File: src/mc_pkg.sv
// constants and types shared by the memory controller files
package mc_pkg;

  // clock and timing
  localparam int CLK_PERIOD_NS  = 50;
  localparam int SRAM_DECODE_NS = 10;
  localparam int SRAM_DECODE_CYC_RAW = (SRAM_DECODE_NS + CLK_PERIOD_NS - 1) / CLK_PERIOD_NS;
  localparam int SRAM_DECODE_CYC = (SRAM_DECODE_CYC_RAW < 1) ? 1 : SRAM_DECODE_CYC_RAW;
  localparam int SRAM_FIRST_CYC  = 3;
  localparam int SRAM_LEAD_CYC   = (SRAM_FIRST_CYC - 1 > SRAM_DECODE_CYC) ? SRAM_FIRST_CYC - 1
                                                                          : SRAM_DECODE_CYC + 1;
  localparam int BURST_BEATS     = 4;
  localparam int FAST_IO_CYC     = 4;
  localparam int SLOW_IO_CYC     = 12;
  localparam int FLASH_CYC       = 6;
  localparam int CNT_W           = 4;

  // address fields, little-endian bit numbering
  localparam int REGION_MSB = 31;
  localparam int REGION_LSB = 30;
  localparam int WORD_MSB   = 4;
  localparam int WORD_LSB   = 3;
  localparam int LANE_MSB   = 2;

  // transfer type bits
  localparam int TT_DATA_BIT = 1;
  localparam int TT_READ_BIT = 3;

  // transfer size code meaning eight bytes
  localparam logic [2:0] SIZE_DWORD = 3'h0;

  // reset and idle values
  localparam logic       STROBE_OFF = 1'b1;
  localparam logic [7:0] BWE_OFF    = 8'hff;
  localparam logic [7:0] LANES_ALL  = 8'hff;
  localparam logic [1:0] WORD_RST   = 2'h0;

  typedef enum logic [1:0] {
    REGION_SRAM  = 2'h0,
    REGION_FAST  = 2'h1,
    REGION_SLOW  = 2'h2,
    REGION_FLASH = 2'h3
  } region_t;

  typedef enum logic [7:0] {
    ST_IDLE   = 8'h01,
    ST_SADDR  = 8'h02,
    ST_SWAIT  = 8'h04,
    ST_SBEAT  = 8'h08,
    ST_DESEL  = 8'h10,
    ST_IOWAIT = 8'h20,
    ST_IODONE = 8'h40,
    ST_ERR    = 8'h80
  } state_t;

endpackage
File: src/beat_timer_if.sv
// link between the controller sequencer and its cycle timer
interface beat_timer_if;
  import mc_pkg::*;

  logic             load;
  logic [CNT_W-1:0] len;
  logic             last;

  modport ctrl (output load, output len, input last);
  modport tmr  (input load, input len, output last);
endinterface

File: src/beat_timer.sv
// down-counter that times access latency for the controller
module beat_timer
  import mc_pkg::*;
(
  input  wire logic    clk_i,
  input  wire logic    rst_n_i,
  beat_timer_if.tmr    t
);

  logic [CNT_W-1:0] cnt_q;
  logic [CNT_W-1:0] cnt_d;

  // last flags the final wait cycle so the next state can start the beat
  assign t.last = (cnt_q == CNT_W'(1));

  always_comb
  begin
    cnt_d = cnt_q;
    if (t.load)
    begin
      cnt_d = t.len;
    end
    else if (cnt_q != '0)
    begin
      cnt_d = cnt_q - CNT_W'(1);
    end
  end

  always_ff @(posedge clk_i or negedge rst_n_i)
  begin
    if (!rst_n_i)
    begin
      cnt_q <= '0;
    end
    else
    begin
      cnt_q <= cnt_d;
    end
  end

endmodule

File: src/burst_sram_memory_controller.sv
// fixed-map memory controller for burst sram, flash and i/o on a split-tenure bus
//
// Notes on behaviour
// all regions are 64 bits wide; no lane steering, no split cycles
// lowest quarter, code 00, is sram; bursts 3-1-1-1
// second quarter is fast i/o, single beat, 4 cycles
// third quarter is slow i/o, single beat, 12 cycles
// top quarter is flash, single beat, 6 cycles
// every sram transfer drives the full sram strobe set
// address strobe latches the address for single and burst
// chip enable and address strobe together, one clock after start
// two low word-address lines carry burst start position
// writes assert active-low byte enables for the addressed lanes
// reads assert output enable; all lanes driven
// burst advance low three cycles in a burst, high otherwise
// no throttling, no extra delay after the address strobe
// no overlapped tenures; each transfer starts a fresh access
// deselect cycle after every sram access
// deselect is address strobe with chip enable negated
// start on transfer start; region from two top address bits
// one transfer acknowledge per data beat
// address acknowledge with the final data beat
// error acknowledge for unsupported type, size or burst
// reset returns to idle with all strobes negated
// processor issues one transaction at a time
module burst_sram_memory_controller
  import mc_pkg::*;
(
  // clock and reset
  input  wire logic        MCLK_I,
  input  wire logic        RST_N_I,
  // processor address tenure
  input  wire logic        TRANSFER_START_N_I,
  input  wire logic [31:0] ADDR_I,
  input  wire logic [4:0]  TRANSFER_TYPE_I,
  input  wire logic [2:0]  TRANSFER_SIZE_I,
  input  wire logic        BURST_INDICATOR_N_I,
  // processor acknowledges
  output logic             ADDRESS_ACK_N_O,
  output logic             TRANSFER_ACK_N_O,
  output logic             TRANSFER_ERROR_ACK_N_O,
  // sram controls
  output logic             SRAM_CHIP_ENABLE_N_O,
  output logic             SRAM_ADDRESS_STROBE_N_O,
  output logic             SRAM_BURST_ADVANCE_N_O,
  output logic             SRAM_OUTPUT_ENABLE_N_O,
  output logic [1:0]       SRAM_WORD_ADDR_O,
  // shared byte write enables
  output logic [7:0]       BYTE_WRITE_ENABLE_N_O,
  // flash and i/o controls
  output logic             FLASH_CHIP_ENABLE_N_O,
  output logic             FLASH_OUTPUT_ENABLE_N_O,
  output logic [1:0]       IO_CHIP_ENABLE_N_O,
  output logic             IO_OUTPUT_ENABLE_N_O
);
  import mc_pkg::*;

  // region from the two top address bits
  function automatic region_t region_of(input logic [31:0] addr);
    return region_t'(addr[REGION_MSB:REGION_LSB]);
  endfunction

  // lanes touched by a single beat; size 0 means all eight
  function automatic logic [7:0] lane_mask(input logic [2:0] size, input logic [2:0] off);
    logic [3:0] n;
    logic [7:0] m;
    n = (size == SIZE_DWORD) ? 4'h8 : {1'b0, size};
    m = 8'h00;
    for (int i = 0; i < 8; i++)
    begin
      if ((i >= int'(off)) && (i < int'(off) + int'(n)))
      begin
        m[i] = 1'b1;
      end
    end
    return m;
  endfunction

  // a beat that would spill past the doubleword cannot be served without splitting
  function automatic logic lanes_fit(input logic [2:0] size, input logic [2:0] off);
    logic [3:0] n;
    n = (size == SIZE_DWORD) ? 4'h8 : {1'b0, size};
    return ({1'b0, off} + n) <= 4'h8;
  endfunction

  // i/o and flash latency, less the acknowledge cycle
  function automatic logic [CNT_W-1:0] slow_len(input region_t r);
    logic [CNT_W-1:0] len;
    case (r)
      REGION_FAST:  len = CNT_W'(FAST_IO_CYC - 1);
      REGION_SLOW:  len = CNT_W'(SLOW_IO_CYC - 1);
      REGION_FLASH: len = CNT_W'(FLASH_CYC - 1);
      default:      len = CNT_W'(1);
    endcase
    return len;
  endfunction

  // sequencer state and captured transfer attributes
  state_t     state_q;
  state_t     state_d;
  region_t    region_q;
  region_t    region_d;
  logic       wr_q;
  logic       wr_d;
  logic       burst_q;
  logic       burst_d;
  logic [7:0] mask_q;
  logic [7:0] mask_d;
  logic [1:0] beat_q;
  logic [1:0] beat_d;

  // registered outputs
  logic       address_ack_n_n_q;
  logic       address_ack_n_n_d;
  logic       ta_n_q;
  logic       ta_n_d;
  logic       tea_n_q;
  logic       tea_n_d;
  logic       ce_n_q;
  logic       ce_n_d;
  logic       ads_n_q;
  logic       ads_n_d;
  logic       adv_n_q;
  logic       adv_n_d;
  logic       oe_n_q;
  logic       oe_n_d;
  logic [1:0] word_q;
  logic [1:0] word_d;
  logic [7:0] bwe_n_q;
  logic [7:0] bwe_n_d;
  logic       fcs_n_q;
  logic       fcs_n_d;
  logic       foe_n_q;
  logic       foe_n_d;
  logic [1:0] xcs_n_q;
  logic [1:0] xcs_n_d;
  logic       xoe_n_q;
  logic       xoe_n_d;

  // start-cycle decode
  region_t    start_region;
  logic       start_burst;
  logic       start_bad;
  logic       sram_busy;
  logic       slow_busy;
  logic       beat_now;

  beat_timer_if tif ();

  beat_timer u_timer (
    .clk_i   (MCLK_I),
    .rst_n_i (RST_N_I),
    .t       (tif.tmr)
  );

  // bus pins share this clock, so they are sampled without synchronisers
  always_comb
  begin
    start_region = region_of(ADDR_I);
    start_burst  = !BURST_INDICATOR_N_I;
    start_bad    = !TRANSFER_TYPE_I[TT_DATA_BIT]
                 || (start_burst && (start_region != REGION_SRAM))
                 || (!start_burst && !lanes_fit(TRANSFER_SIZE_I, ADDR_I[LANE_MSB:0]));
  end

  // next-state logic
  always_comb
  begin
    state_d  = state_q;
    region_d = region_q;
    wr_d     = wr_q;
    burst_d  = burst_q;
    mask_d   = mask_q;
    beat_d   = beat_q;
    word_d   = word_q;
    tif.load = 1'b0;
    tif.len  = '0;
    case (state_q)
      ST_IDLE, ST_DESEL:
      begin
        // a start may fall in the deselect cycle, after the final acknowledge; none is queued
        state_d = ST_IDLE;
        if (!TRANSFER_START_N_I)
        begin
          region_d = start_region;
          wr_d     = !TRANSFER_TYPE_I[TT_READ_BIT];
          burst_d  = start_burst;
          mask_d   = start_burst ? LANES_ALL : lane_mask(TRANSFER_SIZE_I, ADDR_I[LANE_MSB:0]);
          word_d   = ADDR_I[WORD_MSB:WORD_LSB];
          beat_d   = start_burst ? 2'(BURST_BEATS - 1) : 2'h0;
          if (start_bad)
          begin
            state_d = ST_ERR;
          end
          else if (start_region == REGION_SRAM)
          begin
            state_d  = ST_SADDR;
            tif.load = 1'b1;
            tif.len  = CNT_W'(SRAM_LEAD_CYC);
          end
          else
          begin
            state_d  = ST_IOWAIT;
            tif.load = 1'b1;
            tif.len  = slow_len(start_region);
          end
        end
      end
      ST_SADDR:
      begin
        state_d = tif.last ? ST_SBEAT : ST_SWAIT;
      end
      ST_SWAIT:
      begin
        if (tif.last)
        begin
          state_d = ST_SBEAT;
        end
      end
      ST_SBEAT:
      begin
        // beats follow back to back; the sram is never throttled
        if (beat_q == 2'h0)
        begin
          state_d = ST_DESEL;
        end
        else
        begin
          beat_d = beat_q - 2'h1;
        end
      end
      ST_IOWAIT:
      begin
        if (tif.last)
        begin
          state_d = ST_IODONE;
        end
      end
      ST_IODONE:
      begin
        state_d = ST_IDLE;
      end
      ST_ERR:
      begin
        state_d = ST_IDLE;
      end
      default:
      begin
        state_d = ST_IDLE;
      end
    endcase
  end

  // output decode from the next state so every strobe leaves a flip-flop
  always_comb
  begin
    sram_busy = (state_d == ST_SADDR) || (state_d == ST_SWAIT) || (state_d == ST_SBEAT);
    slow_busy = (state_d == ST_IOWAIT) || (state_d == ST_IODONE);
    beat_now  = (state_d == ST_SBEAT) || (state_d == ST_IODONE);

    ce_n_d  = !(state_d == ST_SADDR);
    ads_n_d = !((state_d == ST_SADDR) || (state_d == ST_DESEL));
    adv_n_d = !((state_d == ST_SBEAT) && burst_d
                && (beat_d != 2'(BURST_BEATS - 1)));
    oe_n_d  = !(sram_busy && !wr_d);

    ta_n_d   = !beat_now;
    address_ack_n_n_d = !(((state_d == ST_SBEAT) && (beat_d == 2'h0))
                 || (state_d == ST_IODONE) || (state_d == ST_ERR));
    tea_n_d  = !(state_d == ST_ERR);

    // enables on sram data beats and for whole i/o and flash accesses, so non-write cycles leave every lane high
    bwe_n_d = (wr_d && ((state_d == ST_SBEAT) || slow_busy)) ? ~mask_d : BWE_OFF;

    fcs_n_d    = !(slow_busy && (region_d == REGION_FLASH));
    foe_n_d    = !(slow_busy && (region_d == REGION_FLASH) && !wr_d);
    xcs_n_d[0] = !(slow_busy && (region_d == REGION_FAST));
    xcs_n_d[1] = !(slow_busy && (region_d == REGION_SLOW));
    xoe_n_d    = !(slow_busy && !wr_d
                   && ((region_d == REGION_FAST) || (region_d == REGION_SLOW)));
  end

  always_ff @(posedge MCLK_I or negedge RST_N_I)
  begin
    if (!RST_N_I)
    begin
      state_q  <= ST_IDLE;
      region_q <= REGION_SRAM;
      wr_q     <= 1'b0;
      burst_q  <= 1'b0;
      mask_q   <= 8'h00;
      beat_q   <= 2'h0;
      word_q   <= WORD_RST;
      address_ack_n_n_q <= STROBE_OFF;
      ta_n_q   <= STROBE_OFF;
      tea_n_q  <= STROBE_OFF;
      ce_n_q   <= STROBE_OFF;
      ads_n_q  <= STROBE_OFF;
      adv_n_q  <= STROBE_OFF;
      oe_n_q   <= STROBE_OFF;
      bwe_n_q  <= BWE_OFF;
      fcs_n_q  <= STROBE_OFF;
      foe_n_q  <= STROBE_OFF;
      xcs_n_q  <= {2{STROBE_OFF}};
      xoe_n_q  <= STROBE_OFF;
    end
    else
    begin
      state_q  <= state_d;
      region_q <= region_d;
      wr_q     <= wr_d;
      burst_q  <= burst_d;
      mask_q   <= mask_d;
      beat_q   <= beat_d;
      word_q   <= word_d;
      address_ack_n_n_q <= address_ack_n_n_d;
      ta_n_q   <= ta_n_d;
      tea_n_q  <= tea_n_d;
      ce_n_q   <= ce_n_d;
      ads_n_q  <= ads_n_d;
      adv_n_q  <= adv_n_d;
      oe_n_q   <= oe_n_d;
      bwe_n_q  <= bwe_n_d;
      fcs_n_q  <= fcs_n_d;
      foe_n_q  <= foe_n_d;
      xcs_n_q  <= xcs_n_d;
      xoe_n_q  <= xoe_n_d;
    end
  end

  assign ADDRESS_ACK_N_O         = address_ack_n_n_q;
  assign TRANSFER_ACK_N_O        = ta_n_q;
  assign TRANSFER_ERROR_ACK_N_O  = tea_n_q;
  assign SRAM_CHIP_ENABLE_N_O    = ce_n_q;
  assign SRAM_ADDRESS_STROBE_N_O = ads_n_q;
  assign SRAM_BURST_ADVANCE_N_O  = adv_n_q;
  assign SRAM_OUTPUT_ENABLE_N_O  = oe_n_q;
  assign SRAM_WORD_ADDR_O        = word_q;
  assign BYTE_WRITE_ENABLE_N_O   = bwe_n_q;
  assign FLASH_CHIP_ENABLE_N_O   = fcs_n_q;
  assign FLASH_OUTPUT_ENABLE_N_O = foe_n_q;
  assign IO_CHIP_ENABLE_N_O      = xcs_n_q;
  assign IO_OUTPUT_ENABLE_N_O    = xoe_n_q;

endmodule

File: config.mk
export PLATFORM = sky130hd
export DESIGN_NAME = burst_sram_memory_controller
export DESIGN_NICKNAME = d
export VERILOG_FILES = /design/src/mc_pkg.sv /design/src/beat_timer_if.sv /design/src/beat_timer.sv /design/src/burst_sram_memory_controller.sv
export SDC_FILE = /design/constraint.sdc
export NUM_CORES = 1
export LEC_CHECK = 0
export ABC_AREA = 1
export BUFFER_PORTS_ARGS = -buffer_cell sky130_fd_sc_hd__buf_2
export CORE_MARGIN = 3
export CORE_UTILIZATION = 57
export CTS_CLUSTER_DIAMETER = 80
export DETAILED_ROUTE_END_ITERATION = 16
export GPL_TIMING_DRIVEN = 0
export PLACE_DENSITY = 0.87
export SYNTH_ARGS = -nofsm -noshare
export SYNTH_HDL_FRONTEND = slang
export SYNTH_SLANG_ARGS = --single-unit
File: constraint.sdc
create_clock -name MCLK_I -period 3.7 [get_ports MCLK_I]
set_clock_uncertainty 0.15 [all_clocks]
set_input_delay 0.74 -clock MCLK_I [delete_from_list [all_inputs] [get_ports MCLK_I]]
set_output_delay 0.74 -clock MCLK_I [all_outputs]
set_load 0.02 [all_outputs]
Word-level counts from Yosys, hierarchy flattened
Cells that the tools add are included.

Word-level logic and storage cells: 161. Output and inout port bits: 22. Bits in registers: 48. Input port bits: 44.

Reduce and logical (&&, ||, !) cells: 57. Add/sub/neg operators: 4. Multiplexer cells: 41. Order comparisons: 16. Bitwise gates (word level): 2. Eq/ne operators: 21.

Operators by type and width (number): $lt 4x32->1 const A (3); $mux 8 (9); $lt 3x32->1 const A (2); $pmux 8 s5 (1); $lt 1x32->1 const A (1); $lt 2x32->1 const A (1); $mux 4 (8); $logic_and 1x1->1 (20); $logic_not 1->1 (17); $eq 8x2->1 const B (2); $eq 8x3->1 const B (2); $eq 8x4->1 const B (2); $eq 8x5->1 const B (2); $eq 8x6->1 const B (2); $mux 1 (15); $pmux 4 s3 (1); $logic_or 1x1->1 (11); $mux 2 (5); $ge 3x3->1 const A (3); $eq 2x2->1 const B (4); $eq 8x1->1 const B (1); $eq 8x7->1 const B (1); $eq 8x8->1 const B (1); $not 8->8 (1); other kinds (20) (26).

Depth between registers and ports, before layout
Depth in word-level cells: 15. Gate-level depth with buffers: 17. Gate-level depth less buffers: 16.

Hierarchy
A second synthesis with hierarchy kept.

Cells, all modules: 313. Area total of the unflattened synthesis: 2576.2 um^2.

Modules (own cells, without submodules): burst_sram_memory_controller (area each 2284.7 um^2, instances 1, cells an instance 276, seq. area each 1127.3 um^2); beat_timer (area each 291.5 um^2, instances 1, cells an instance 37, seq. area each 100.1 um^2).

Worst setup path after synthesis
Ideal clock, no wire load.

Kind: input-to-reg. From: input port TRANSFER_SIZE_I[0]. To: register u_timer.cnt_q[2]. Cell stages on the path: 15. Path slack: 1106 ps. Data arrival time: 2331 ps. Data required time: 3437 ps. Library setup time: 113 ps. Buffers on the path: 1. Cell sequence: clkbuf_1 ha_1 fa_1 nor2_1 nand2_1 nand2_1 inv_1 nand2_1 nand2_1 nor2_4 inv_1 nand2_1 nand2_1 nand2_1 inv_1.

Word-level cells in the longest chain between the ends: 11. Elaborated cells on any way between the ends: 15. Those cells by class: add/sub: 1; order compare: 1; mux: 8; reduce/logical: 5.

Ends and longest elaborated chain: start: declaration (RTL line burst_sram_memory_controller.sv:36) `input wire logic [2:0] TRANSFER_SIZE_I,`; $logic_not 3->1 (RTL line burst_sram_memory_controller.sv:82) `n = (size == SIZE_DWORD) ? 4'h8 : {1'b0, size};`; $mux 4 (*) (RTL line burst_sram_memory_controller.sv:82); $add 3x4->4 (*) (RTL line burst_sram_memory_controller.sv:83) `return ({1'b0, off} + n) <= 4'h8;`; $le 4x4->1 (*) (RTL line burst_sram_memory_controller.sv:83); $logic_not 1->1 (*) (RTL line burst_sram_memory_controller.sv:163) `|| (!start_burst && !lanes_fit(TRANSFER_SIZE_I, ADDR_I[LANE_MSB:0]));`; $logic_and 1x1->1 (*) (RTL line burst_sram_memory_controller.sv:163); $logic_or 1x1->1 (*) (RTL line burst_sram_memory_controller.sv:163); $mux 4 / $mux 1 (equally long branches) (RTL line burst_sram_memory_controller.sv:191) `if (start_bad)`; $mux 4 / $mux 1 (equally long branches) (RTL line burst_sram_memory_controller.sv:183) `if (!TRANSFER_START_N_I)`; $mux 4 / $mux 1 (equally long branches) (RTL line burst_sram_memory_controller.sv:178) `case (state_q)`; $mux 4 / $reduce_bool 2->1 (equally long branches); end signal: assignment (RTL line beat_timer.sv:37) `cnt_q <= cnt_d;`; end: declaration (RTL line beat_timer.sv:10) `logic [CNT_W-1:0] cnt_q;`.

Mark *: on every way between the ends. The rest lies on a longest branch, timed or not. A chain may end at the register's enable or synchronous reset.

Worst setup path after layout
From: input port TRANSFER_SIZE_I[0]. To: register u_timer.cnt_q[1].

Same word-level chain as after synthesis.

==> impl_metrics.yaml <==
yosys:
  synthSimpleGateAreaFrac: 0.2921
  synth_fa_ha_area_frac: 0.05266
  postSynthCellCount: 302
  synth_area_leader_cell: "dfrtp_1"
  synth_area_leaders: "dfrtp_1 27%, dfstp_2 22%, nand2_1 11%, inv_1 7.6%, nor2_1 4.9%"
  netlist.area_leader.share: 0.2683
  netlist_area_um2: 2519
  syn-num-nets: 356
  syn_avg_cell_area_um2: 8.340
  synth_top_family_by_area: "simple AND/OR/NAND/NOR gates"
  synth_compound_area_frac: 0.06855
  synth_seq_cells: 48
  synth_cell_types: 31
  muxShareOfSynthArea: 0
  synthXorXnorAreaFrac: 0.006955
  synth_seq_area_share: 0.4873
  synth_warnings: 0
placement:
  io_buffers: 36
  hpwl_um: 3674
  placed_area_um2: 2761
  gp_congestion: 0.8379
routing:
  postRouteAntennaNets: 0
  vias_per_cell: 5.131
  dr_total_vias: 2032
  wl_um: 4948
  drtIter0Drc: 149
  wire_per_inst_um: 12.49
  remaining_drc_errors: 0
  dr.pass1.iters: 4
clocking:
  numCtsBuffers: 5
  postCtsResizedCells: 0
  clkSlewWorstSetupHoldPaths_ns: 0.08
  cts.root.buffer_cell: "clkbuf_8"
  clock_sinks: 48
  cts_hold_buf: 0
  post_cts.repair.setup_buffers: 0
  cts_tree: "built"
  insertion_delay_ns: 0.31
  h-tree-depth: 2
  clock_path_buffers: 2
worst_setup_path:
  arrival_ns: 2.71
  cp-end-kind: "flip-flop"
  worstPathCellList: "buf_2, clkbuf_1, ha_1, fa_1, inv_1, nand2_1, nand2_2, nand2_1, nand2_1, inv_1, nand2_1, nand2_1, nor2_4, inv_1, nand2_1, nand3_1, nand2_1"
  crit_type: "in -> reg"
  crit_fanout: 5
  cpMaxStageDelayCell: "fa_1"
  cp_data_required_time_ns: 3.80
  critical_path.max_stage_delay_ns: 0.40
  crit_path_start_kind: "input pin"
  crit_top_cell: "nand2_1"
global_route:
  grt-busiest-layer: "met2"
  grt.total_usage: 0.2158
  grt_pass1_vias: 1995
  overflow: 0
  gr-usage-met2: 0.3569
  use_met1: 0.2772
  use_met3: 0.04155
  grt_max_degree: 49
  grt_pass1_wl_um: 8735
  antenna_found_initial: 0
floorplan:
  fp.dieW_um: 72.48
  die_area_um2: 5253
  io_pins: 66
  fp.coreArea_um2: 4144
  die_h_um: 72.48
  initial_utilization: 0.6078
  rows: 23
timing:
  worst_pin_slew_ns: 1.034
  drv_slew: 0
  relSlewSlack: 0.3108
  report.final.setup_viol: 0
  fin_crit_ns: 2.611
  fin_crit_sh: 0.7056
  hold_viol: 0
  fmax_mhz: 383.1
  rsz0062_at_grt: "false"
  setup_tns_ns: 0
finish:
  drive_gt1_frac: 0.2688
  final_cell_mix: "74 x nand2_1, 51 x inv_1, 36 x buf_2, 33 x nor2_1, 27 x dfrtp_1"
  antennaDiodeCount: 0
  final_common_cell: "nand2_1"
  area_growth_pct: 15.10
  fin_area_um2: 2899
  nets: 399
outcome:
  outcome: "finished clean"
hold_path:
  hp-class: "reg -> reg"
pwr:
  power.density_nw_per_um2: 656.1
  vdd_drop_max_v: 0.0002654
  power_leakage_nw: 1.504
job:
  maxCapViolations: 0
-- critical path, delay by kind of cell --
family / cells / cell delay, ns
buffers and inverters: 5 / 0.40
adder cells (fa/ha/maj): 2 / 0.61
AND/OR/NAND/NOR: 10 / 0.96
-- path summary, 6_finish.rpt --
kind                                    startpoint                   end  slack (ns)  depth (start not counted)
worst max-delay path            TRANSFER_SIZE_I[0]      u_timer.cnt_q[1]        1.09                         17
worst min-delay path                       burst_q               burst_q        0.33                          2
worst max register to register          state_q[0]  IO_OUTPUT_ENABLE_N_O        1.32                         13
worst min register to register             burst_q               burst_q        0.33                          2
max in group asynchronous                  RST_N_I             mask_q[1]        2.31                          1
min in group asynchronous                  RST_N_I            state_q[4]        0.46                          1
-- registers in the layout (all words and copies together), names as in the netlist, 2 cells and up --
name	cells
u_timer.cnt_q	4
BYTE_WRITE_ENABLE_N_O	8
mask_q	8
beat_q	2
region_q	2
IO_CHIP_ENABLE_N_O	2
state_q	8
SRAM_WORD_ADDR_O	2
-- where the power goes --
part	total, mW	switching, mW	internal [mW]
logic	0.713	0.472	0.241
clock network	0.455	0.183	0.272
registers	0.734	0.0569	0.677
-- cell families after synthesis --
group,count (synthesis)
buffers and inverters,59
AND/OR/NAND/NOR,154
XOR/XNOR,2
AO/OA/AOI/OAI,29
flip-flops,48
adder cells (fa/ha/maj),10
-- routing by layer --
metal  part of all wire  wire, µm
met1               0.45      2247
met2               0.48      2379
met5                  0         0
met4              0.020        99
met3              0.045       221
-- through the flow --
stage | utilization | hold WS [ns] | power [mW] | setup WS [ns] | instances
floorplan | - | 0.2856 | 1.280 | 1.106 | 302
global placement | 0.6664 | 0.2982 | 1.411 | 0.8607 | 388
detailed placement | 0.6664 | 0.3094 | 1.449 | 0.8027 | 388
CTS | 0.6996 | 0.3296 | 1.907 | 1.109 | 396
global route | 0.6996 | 0.3667 | 2.054 | 0.8793 | 396
finish | 0.6996 | 0.3279 | 1.902 | 1.089 | 396
-- Yosys cell counts --
cell type / count
nor4_2: 1
nor2_1: 33
inv_2: 3
a21oi_1: 10
nand3_2: 1
nand2_1: 74
nor3_1: 4
or2_2: 2
buf_6: 1
nand2_2: 4
buf_4: 1
inv_1: 51
nand3_1: 20
a21oi_4: 1
nand4_4: 2
nor2_4: 3
o31ai_1: 1
nor2_2: 3
fa_1: 1
o21a_1: 1
xor2_1: 2
nand2_4: 3
ha_1: 9
a21oi_2: 3
o21ai_1: 5
o21ai_0: 8
and2_1: 1
clkbuf_1: 3
dfstp_2: 21
dfrtp_1: 27
nand4_1: 3
-- area by class of cell --
cell class / count / area, µm²
tap: 50 / 62.56
fill: 327 / 1245
inverter: 54 / 202.7
sequential: 48 / 1227
buffer: 5 / 30.03
multi-input combinational: 195 / 1059
clock buffer: 5 / 68.82
clock inverter: 3 / 68.82
timing repair buffer: 36 / 180.2
Power figures use the tool's default switching activity.
